--- config.mk ---
export PLATFORM = sky130hd
export DESIGN_NAME = flash_block_write_guard
export DESIGN_NICKNAME = d
export VERILOG_FILES = /design/src/hw/flash_guard_pkg.sv /design/src/hw/flash_block_write_guard.sv
export SDC_FILE = /design/constraint.sdc
export NUM_CORES = 1
export LEC_CHECK = 0
export BUFFER_PORTS_ARGS = -buffer_cell sky130_fd_sc_hd__buf_4
export CORE_UTILIZATION = 33
export CTS_BUF_LIST = sky130_fd_sc_hd__clkbuf_4
export DETAILED_ROUTE_END_ITERATION = 12
export HOLD_SLACK_MARGIN = 0.02
export PLACE_DENSITY = 0.65
export SLEW_MARGIN = 20
export SYNTH_ARGS = -nofsm -noshare
export SYNTH_HDL_FRONTEND = slang
export SYNTH_SLANG_ARGS = --single-unit
export TNS_END_PERCENT = 10
--- constraint.sdc ---
create_clock -name ref_clk -period 2.13 [get_ports ref_clk]
set_input_delay 0.3195 -clock ref_clk [delete_from_list [all_inputs] [get_ports ref_clk]]
set_output_delay 0.3195 -clock ref_clk [all_outputs]
set_load 0.01 [all_outputs]
--- src/hw/flash_guard_pkg.sv ---
// constants for the flash block write guard
package flash_guard_pkg;
  localparam logic [31:0] GUARD_BASE_ADDR    = 32'h4000_0000;
  localparam logic [11:0] OFF_PROTECT_LOW    = 12'h600;
  localparam logic [11:0] OFF_PROTECT_HIGH   = 12'h604;
  localparam logic [11:0] OFF_DEBUG_UNPROT   = 12'h608;
  localparam logic [11:0] OFF_SPARE_SLOT     = 12'h60c;
  localparam logic [31:0] RST_PROTECT_LOW    = 32'h0000_0000;
  localparam logic [15:0] RST_PROTECT_HIGH   = 16'h0000;
  localparam logic        RST_DEBUG_UNPROT   = 1'b1;
  localparam int          BLOCK_BYTES        = 4096;
  localparam int          BLOCK_SHIFT        = 12;
  localparam int          NUM_BLOCKS         = 48;
  localparam int          HIGH_BITS          = 16;
endpackage : flash_guard_pkg

--- src/hw/flash_block_write_guard.sv ---
// flash block write guard: protection maps, debug bypass and request check
//
// Behaviour
// - low map at 0x600, write-one-to-set
// - high map at 0x604, sixteen bits used
// - debug bypass at 0x608, resets to one
// - bypass acts only in debug mode
// - registers sit at base 0x40000000
// - one bit guards one 4 kB block
// - protected erase/write blocked, hard fault raised
// - full wipe refused if any bit set
// - maps cleared only by reset
//
// notes for the next engineer:
// - the maps only ever gain bits; a soft reset is the one way back, which
//   keeps stray firmware from unlocking a block it should not touch
// - the request check is purely combinational into one flop, so a request
//   is answered exactly one cycle after it is taken; there is no queue
// - the flash controller must wait for grant or fault before it acts
// - clk_en low freezes maps, read data and answers alike
// - requests beyond the mapped blocks pass unguarded by design
//
// The address-and-strobe port is this design's own decision.
`timescale 1ns/10ps
module flash_block_write_guard
  import flash_guard_pkg::*;
#(
  parameter int ADDR_W = 32  // flash request address width
)
(
  input  wire logic              ref_clk,      // 40 MHz system clock
  input  wire logic              rst,          // synchronous reset, active high
  input  wire logic              clk_en,       // freezes all state while low
  input  wire logic [31:0]       bus_addr,     // register byte address
  input  wire logic [31:0]       bus_wdata,    // register write data
  input  wire logic              bus_write,    // write strobe
  input  wire logic              bus_read,     // read strobe
  output logic      [31:0]       bus_rdata,    // read data, cycle after strobe
  input  wire logic              debug_mode,   // debugger attached
  input  wire logic              req_valid,    // erase or write request
  input  wire logic [ADDR_W-1:0] req_addr,     // request flash byte address
  input  wire logic              req_wipe,     // request is a full wipe
  output logic                   req_grant,    // request passed to flash, pulse
  output logic                   hard_fault    // fault to processor, pulse
);

  // ----------------------------------------------------------------
  // address decode
  // ----------------------------------------------------------------
  // base match
  wire        base_hit   = (bus_addr[31:12] == GUARD_BASE_ADDR[31:12]);
  wire [11:0] off        = bus_addr[11:0];
  wire        sel_low    = base_hit && (off == OFF_PROTECT_LOW);
  wire        sel_high   = base_hit && (off == OFF_PROTECT_HIGH);
  wire        sel_dbg    = base_hit && (off == OFF_DEBUG_UNPROT);
  wire        sel_spare  = base_hit && (off == OFF_SPARE_SLOT);

  logic [31:0]           prot_low_q;
  logic [HIGH_BITS-1:0]  prot_high_q;
  logic                  dbg_unprot_q;

  // maps write-one-to-set, zero bits keep their value; bypass takes bit 0 as written
  wire [31:0] prot_low_d = (bus_write && sel_low) ? (prot_low_q | bus_wdata) : prot_low_q;
  wire [HIGH_BITS-1:0] prot_high_d =
    (bus_write && sel_high) ? (prot_high_q | bus_wdata[HIGH_BITS-1:0]) : prot_high_q;
  wire dbg_unprot_d = (bus_write && sel_dbg) ? bus_wdata[0] : dbg_unprot_q;

  // read mux; unmapped and spare slot read as zero
  wire [31:0] rdata_d = !bus_read ? 32'h0000_0000 :
                        sel_low   ? prot_low_q :
                        sel_high  ? {16'h0000, prot_high_q} :
                        sel_dbg   ? {31'h0000_0000, dbg_unprot_q} :
                                    32'h0000_0000;

  // ----------------------------------------------------------------
  // protection check
  // ----------------------------------------------------------------
  // bit n of word k guards block k*32+n
  wire [NUM_BLOCKS-1:0] block_map = {prot_high_q, prot_low_q};
  // index is address shifted by block size; high blocks unguarded
  wire [ADDR_W-1:0] blk_idx = req_addr >> BLOCK_SHIFT;
  wire              idx_ok  = (blk_idx < ADDR_W'(NUM_BLOCKS));
  localparam int    IDX_W   = $clog2(NUM_BLOCKS);
  wire              blk_bit = idx_ok ? block_map[blk_idx[IDX_W-1:0]] : 1'b0;
  // bypass only counts in debug mode
  wire              guard_on = !(debug_mode && dbg_unprot_q);
  // wipe refused if any block is guarded
  wire              wipe_bad = req_wipe && (|block_map);
  wire              deny     = guard_on && (wipe_bad || (!req_wipe && blk_bit));
  wire              fault_d  = req_valid && deny;
  wire              grant_d  = req_valid && !deny;

  // ----------------------------------------------------------------
  // registers
  // ----------------------------------------------------------------
  // only reset clears the maps
  always_ff @(posedge ref_clk)
  begin
    if (rst)
    begin
      prot_low_q   <= RST_PROTECT_LOW;
      prot_high_q  <= RST_PROTECT_HIGH;
      dbg_unprot_q <= RST_DEBUG_UNPROT;
    end
    else if (clk_en)
    begin
      prot_low_q   <= prot_low_d;
      prot_high_q  <= prot_high_d;
      dbg_unprot_q <= dbg_unprot_d;
    end
  end

  // read data register; zero between reads while clk_en is high, so stale data does not linger
  always_ff @(posedge ref_clk)
  begin
    if (rst)
      bus_rdata <= 32'h0000_0000;
    else if (clk_en)
      bus_rdata <= rdata_d;
  end

  // request answer, one pulse per request
  always_ff @(posedge ref_clk)
  begin
    if (rst)
    begin
      req_grant  <= 1'b0;
      hard_fault <= 1'b0;
    end
    else if (clk_en)
    begin
      req_grant  <= grant_d;
      hard_fault <= fault_d;
    end
  end

  // ----------------------------------------------------------------
  // assertions
  // ----------------------------------------------------------------
  // bits never fall without reset
  property p_low_sticky;
    @(posedge ref_clk) disable iff (rst)
      !$past(rst) |-> ((~prot_low_q & $past(prot_low_q)) == 32'h0);
  endproperty
  a_low_sticky: assert property (p_low_sticky) else $error("low map bit cleared");

  // high map sets from a write
  property p_high_set;
    @(posedge ref_clk) disable iff (rst)
      (clk_en && bus_write && sel_high) |=> ((prot_high_q & $past(bus_wdata[HIGH_BITS-1:0])) ==
      $past(bus_wdata[HIGH_BITS-1:0]));
  endproperty
  a_high_set: assert property (p_high_set) else $error("high map not set");

  property p_dbg_write;
    @(posedge ref_clk) disable iff (rst)
      (clk_en && bus_write && sel_dbg) |=> (dbg_unprot_q == $past(bus_wdata[0]));
  endproperty
  a_dbg_write: assert property (p_dbg_write) else $error("bypass write lost");

  // outside debug, guarded block always faults
  property p_no_debug_guard;
    @(posedge ref_clk) disable iff (rst)
      (clk_en && req_valid && !req_wipe && blk_bit && !debug_mode) |=> (hard_fault && !req_grant);
  endproperty
  a_no_debug_guard: assert property (p_no_debug_guard) else $error("guard skipped outside debug");

  property p_exclusive;
    @(posedge ref_clk) disable iff (rst) !(hard_fault && req_grant);
  endproperty
  a_exclusive: assert property (p_exclusive) else $error("fault and grant together");

  // wipe with a set bit faults
  property p_wipe;
    @(posedge ref_clk) disable iff (rst)
      (clk_en && req_valid && req_wipe && (|block_map) && guard_on) |=> hard_fault;
  endproperty
  a_wipe: assert property (p_wipe) else $error("full wipe not refused");

  // blocks past the map always granted
  property p_beyond;
    @(posedge ref_clk) disable iff (rst)
      (clk_en && req_valid && !req_wipe && !idx_ok) |=> req_grant;
  endproperty
  a_beyond: assert property (p_beyond) else $error("unmapped block refused");

  // reset leaves maps clear and bypass set
  property p_reset_vals;
    @(posedge ref_clk) $past(rst) |-> (prot_low_q == 32'h0 && prot_high_q == 16'h0 && dbg_unprot_q);
  endproperty
  a_reset_vals: assert property (p_reset_vals) else $error("bad reset values");

  property p_readback;
    @(posedge ref_clk) disable iff (rst)
      (clk_en && bus_read && sel_low) |=> (bus_rdata == $past(prot_low_q));
  endproperty
  a_readback: assert property (p_readback) else $error("low map readback wrong");

  property p_low_set;
    @(posedge ref_clk) disable iff (rst)
      (clk_en && bus_write && sel_low) |=> ((prot_low_q & $past(bus_wdata)) == $past(bus_wdata));
  endproperty
  a_low_set: assert property (p_low_set) else $error("low map not set");

  // high bits never fall without reset
  property p_high_sticky;
    @(posedge ref_clk) disable iff (rst)
      !$past(rst) |-> ((~prot_high_q & $past(prot_high_q)) == RST_PROTECT_HIGH);
  endproperty
  a_high_sticky: assert property (p_high_sticky) else $error("high map bit cleared");

  // high readback zero-fills the unused half
  property p_high_readback;
    @(posedge ref_clk) disable iff (rst)
      (clk_en && bus_read && sel_high) |=> (bus_rdata == 32'($past(prot_high_q)));
  endproperty
  a_high_readback: assert property (p_high_readback) else $error("high map readback wrong");

  property p_dbg_readback;
    @(posedge ref_clk) disable iff (rst)
      (clk_en && bus_read && sel_dbg) |=> (bus_rdata == 32'($past(dbg_unprot_q)));
  endproperty
  a_dbg_readback: assert property (p_dbg_readback) else $error("bypass readback wrong");

  // bypass in debug lets any request through
  property p_bypass_grant;
    @(posedge ref_clk) disable iff (rst)
      (clk_en && req_valid && debug_mode && dbg_unprot_q) |=> (req_grant && !hard_fault);
  endproperty
  a_bypass_grant: assert property (p_bypass_grant) else $error("bypass did not grant");

  property p_foreign_read;
    @(posedge ref_clk) disable iff (rst)
      (clk_en && bus_read && !base_hit) |=> (bus_rdata == 32'h0000_0000);
  endproperty
  a_foreign_read: assert property (p_foreign_read) else $error("foreign address read nonzero");

  property p_spare_read;
    @(posedge ref_clk) disable iff (rst)
      (clk_en && bus_read && sel_spare) |=> (bus_rdata == 32'h0000_0000);
  endproperty
  a_spare_read: assert property (p_spare_read) else $error("spare slot read nonzero");

  // read data stands only after a read
  property p_idle_rdata;
    @(posedge ref_clk) disable iff (rst)
      (clk_en && !bus_read) |=> (bus_rdata == 32'h0000_0000);
  endproperty
  a_idle_rdata: assert property (p_idle_rdata) else $error("read data without read");

  // guarded in-range block faults when guard is on
  property p_guarded_fault;
    @(posedge ref_clk) disable iff (rst)
      (clk_en && req_valid && !req_wipe && blk_bit && guard_on) |=> hard_fault;
  endproperty
  a_guarded_fault: assert property (p_guarded_fault) else $error("guarded block not refused");

  property p_free_grant;
    @(posedge ref_clk) disable iff (rst)
      (clk_en && req_valid && !req_wipe && !blk_bit) |=> req_grant;
  endproperty
  a_free_grant: assert property (p_free_grant) else $error("free block refused");

  property p_no_req_quiet;
    @(posedge ref_clk) disable iff (rst)
      (clk_en && !req_valid) |=> (!req_grant && !hard_fault);
  endproperty
  a_no_req_quiet: assert property (p_no_req_quiet) else $error("answer without request");

  // wipe with empty maps is granted
  property p_wipe_empty;
    @(posedge ref_clk) disable iff (rst)
      (clk_en && req_valid && req_wipe && !(|block_map)) |=> req_grant;
  endproperty
  a_wipe_empty: assert property (p_wipe_empty) else $error("wipe refused with empty maps");

  // clock enable low holds every setting
  property p_freeze;
    @(posedge ref_clk) disable iff (rst)
      !clk_en |=> ($stable(prot_low_q) && $stable(prot_high_q) && $stable(dbg_unprot_q));
  endproperty
  a_freeze: assert property (p_freeze) else $error("settings moved while frozen");

  c_fault: cover property (@(posedge ref_clk) disable iff (rst) hard_fault);
  c_grant: cover property (@(posedge ref_clk) disable iff (rst) req_grant);
  c_bypass: cover property (@(posedge ref_clk) disable iff (rst)
    (req_valid && blk_bit && !guard_on));
  c_wipe: cover property (@(posedge ref_clk) disable iff (rst) (req_valid && req_wipe && wipe_bad));
  c_freeze: cover property (@(posedge ref_clk) disable iff (rst) (!clk_en && bus_write));

endmodule : flash_block_write_guard

==> metrics.md <==
| Metric | Value |
|---|---|
| Final Hold Vio Count | `0` |
| Syn Nets | `~500` |
| Flops & latches, synth | `83` |
| CTS hold repair buffers | `0` |
| # Post-CTS Setup Buffers | `0` |
| Finish-stage setup viols | `0` |
| Buffers from clock root to sink, at most | `2` |
| CORE AREA | `10500 um^2` |
| Leak Pwr | `1.91 nW` |
| Drt wl/cell | `16.0 um` |
| Post-layout min period | `~1800 ps` |
| Crit path capture type | `flop` |
| Critical path startpoint category | `flop` |
| Placed insts | `635` |
| CTS tree | `yes` |
| EDFF count, synth | `0` |
| Mapped Area | `approximately 3600 um^2` |
| Power per cell area | `537 nW/um^2` |
| RD Place Congestion | `between 0.8 and 0.9` |
| Final cell count without fillers | `652` |
| Clk Latency, worst-skew pair | `430 ps` |
| Die width | `107 um` |
| Initial antenna violation count | `0` |
| Mapped Avg Cell Area | `9.20 um^2` |
| Post-Syn Instances | `393` |
| Asr flop ratio synth | `0` |
| Filler Cell Count | `~1000` |
| Pwr Total | `between 2 and 3 mW` |
| Area post-placement | `4680 um^2` |
| Worst endpoint data arrival time | `2090 ps` |
| Via density | `about 5.4` |
| Min setup slack post-route | `378 ps` |
| Max IR drop VDD | `205 uV` |
| Die ar. | `11400 um^2` |
| Crit-path max cell delay | `about 360 ps` |
| DRC violations left | `0` |
| Worst R2R Start | `prot_low_q[27]$_SDFFE_PP0P_` |
| Commonest cells after routing, fill and taps aside | `128 x buf_4, 83 x dfxtp_1, 68 x nor2_1` |
| Main flop type after synthesis | `dfxtp_1` |
| Largest net degree at the start of global routing | `47` |
| I/O pin total | `138` |
| Initial DRC Count | `210` |
| H-tree levels | `3` |
| Fin area | `4790 um^2` |
| R2r setup slk | `between 300 and 400 ps` |
| Worst-Margin Slew | `roughly 430 ps` |
| Min Hold Slack | `101 ps` |
| Initial Utilization | `0.345` |
| Max_cap viols | `0` |
| Resized Gates After CTS | `0` |
| GRT Total Usage | `0.187` |
| R2R depth | `6` |
| P&R area growth vs syn | `32.6%` |
| Yosys Warn Count | `0` |
| Final worst-path cycle share | `0.823` |
| TNS Setup | `0 ps` |
| RSZ-0062 raised after global routing | `false` |
| Critical Path Slowest Stage Cell | `dfxtp_1` |
| Pre-antenna DRT Iters | `4` |
| Num rows | `37` |
| First-pass GRT wire length | `16700 um` |
| Most frequent CP cell | `nor4_1` |
| WHS Path Cells | `3` |
| Clk slew on worst S/H paths | `130 ps` |
| Dpl ws | `40.2 ps` |
| Fmax | `571 MHz` |
| Num Clock Sinks | `a little over 80` |
| Layout Skew | `~9.0 ps` |
| HP Start | `bus_wdata[22]` |
| Num CTS Buffers | `9` |
| Vias in the first global route | `between 3000 and 4000` |
| Vias post-DR | `approximately 3500` |
| Worst hold path endpoint | `prot_low_q[22]$_SDFFE_PP0P_` |
| Layout cells sized above 1 | `0.340` |
| DRT Wirelength | `10400 um` |
| Die Ht | `107 um` |
| Critical setup path kind | `reg2reg` |
| Root Driver | `clkbuf_4` |
| Final HPWL DP | `7680 um` |
| Worst path cell trace | `nor4_1 -> nand4_1 -> nor4_1 -> a21oi_1 -> o311a_1 -> a22o_1` |
| Worst r2r dst | `hard_fault$_SDFFE_PP0P_` |
| Port buffer count | `~130` |
| HP Class | `in2reg` |
| Slew headroom | `0.713` |
| Overflow after GRT | `0` |
| Nets@finish | `about 610` |
| Final Util | `0.458` |
| Status | `finished clean` |
| Post-synth cell types | `roughly 40` |
| Worst-path maximum fanout | `4` |
| Required time of the critical path | `2470 ps` |
| Max-slew violation count | `0` |
| Leading cell type in the layout, fill and taps excluded | `buf_4` |
| Register area share after synthesis | `0.460` |
| Post-route ant nets | `0` |
[layout make-up]
| type | instances | area, um^2 | area share |
|---|---|---|---|
| Clock inverter | 6 | 32.5 | 0.00679 |
| Sequential cell | 83 | 1660 | 0.347 |
| Inverter | 3 | 11.3 | 0.00235 |
| Multi-Input combinational cell | 280 | 1780 | 0.371 |
| Tap cell | 136 | 170 | 0.0355 |
| Antenna cell | 1 | 2.50 | 0.000522 |
| Clock buffer | 10 | 75.1 | 0.0157 |
| Timing Repair Buffer | 133 | 1060 | 0.221 |
[cells in the mapped netlist (2+ instances only)]
master / number / share of area
mux2i_1: 19 / 0.053
a21oi_2: 10 / 0.024
nor4_2: 3 / 0.010
nor2_1: 68 / 0.071
nand3_1: 2 / 0.0028
inv_1: 3 / 0.0031
a21oi_1: 56 / 0.078
o21ai_0: 3 / 0.0042
nor4_1: 17 / 0.029
and4bb_1: 2 / 0.0069
o31ai_1: 2 / 0.0042
dfxtp_1: 83 / 0.46
a211oi_1: 3 / 0.0062
nor3_1: 2 / 0.0028
mux4_2: 2 / 0.012
nand4b_1: 4 / 0.0097
buf_2: 7 / 0.0097
and4b_1: 2 / 0.0055
nand2b_1: 2 / 0.0035
a22oi_2: 10 / 0.035
a22oi_1: 26 / 0.054
nand2_1: 24 / 0.025
buf_4: 8 / 0.017
nand4_1: 3 / 0.0052
a41oi_1: 2 / 0.0048
clkbuf_1: 10 / 0.010
nor2b_1: 3 / 0.0052
nor4b_1: 4 / 0.0097
[sequential cells by signal, summed over array words and instances, names as in the netlist]
register and cells:
hard_fault 1, prot_high_q 16, dbg_unprot_q 1, bus_rdata 32, prot_low_q 32, req_grant 1
[worst max-delay path by stage]
stage          cells past startpoint                         end  slack [ps]                        start
6_report                           6     hard_fault$_SDFFE_PP0P_         380  prot_low_q[27]$_SDFFE_PP0P_
5_1_grt                            6      req_grant$_SDFFE_PP0P_         270  prot_low_q[28]$_SDFFE_PP0P_
4_1_cts                            6     hard_fault$_SDFFE_PP0P_         390  prot_low_q[28]$_SDFFE_PP0P_
3_5_place_dp                       8  bus_rdata[15]$_SDFFE_PP0P_          40                 bus_addr[12]
3_3_place_gp                       8  bus_rdata[15]$_SDFFE_PP0P_          60                 bus_addr[12]
2_1_floorplan                      7     hard_fault$_SDFFE_PP0P_         320                 req_addr[13]
[cell families after synthesis]
logic type,count (synthesis),share of synthesized area
muxes,22,0.0682
and+or+nand+nor,141,0.202
buffers and inverters,30,0.0485
AOI/OAI and AO/OA,117,0.222
DFF,83,0.460
[power breakdown]
group          internal (mW)  leakage [nW]  switching, mW
registers               1.55         0.668       0.000837
clock network          0.241        0.0573          0.519
logic                  0.146          1.18          0.115
total                   1.94          1.91          0.635
[layer usage]
| metal | vias to the layer above | routed length (um) | track usage |
|---|---|---|---|
| met4 | 0 | 249 | 0.0812 |
| li1 | 1683 | - | - |
| met2 | 122 | 5090 | 0.319 |
| met5 | - | 0 | 0 |
| met3 | 19 | 643 | 0.0395 |
| met1 | 1673 | 4460 | 0.227 |
[critical path: cells and delay by family (launching register included)]
family	cells	cell delay [ps]
AO/OA/AOI/OAI	3	470
AND/OR/NAND/NOR	3	830
flip-flops	1	360
No activity file was read; power rests on OpenSTA's default activity.
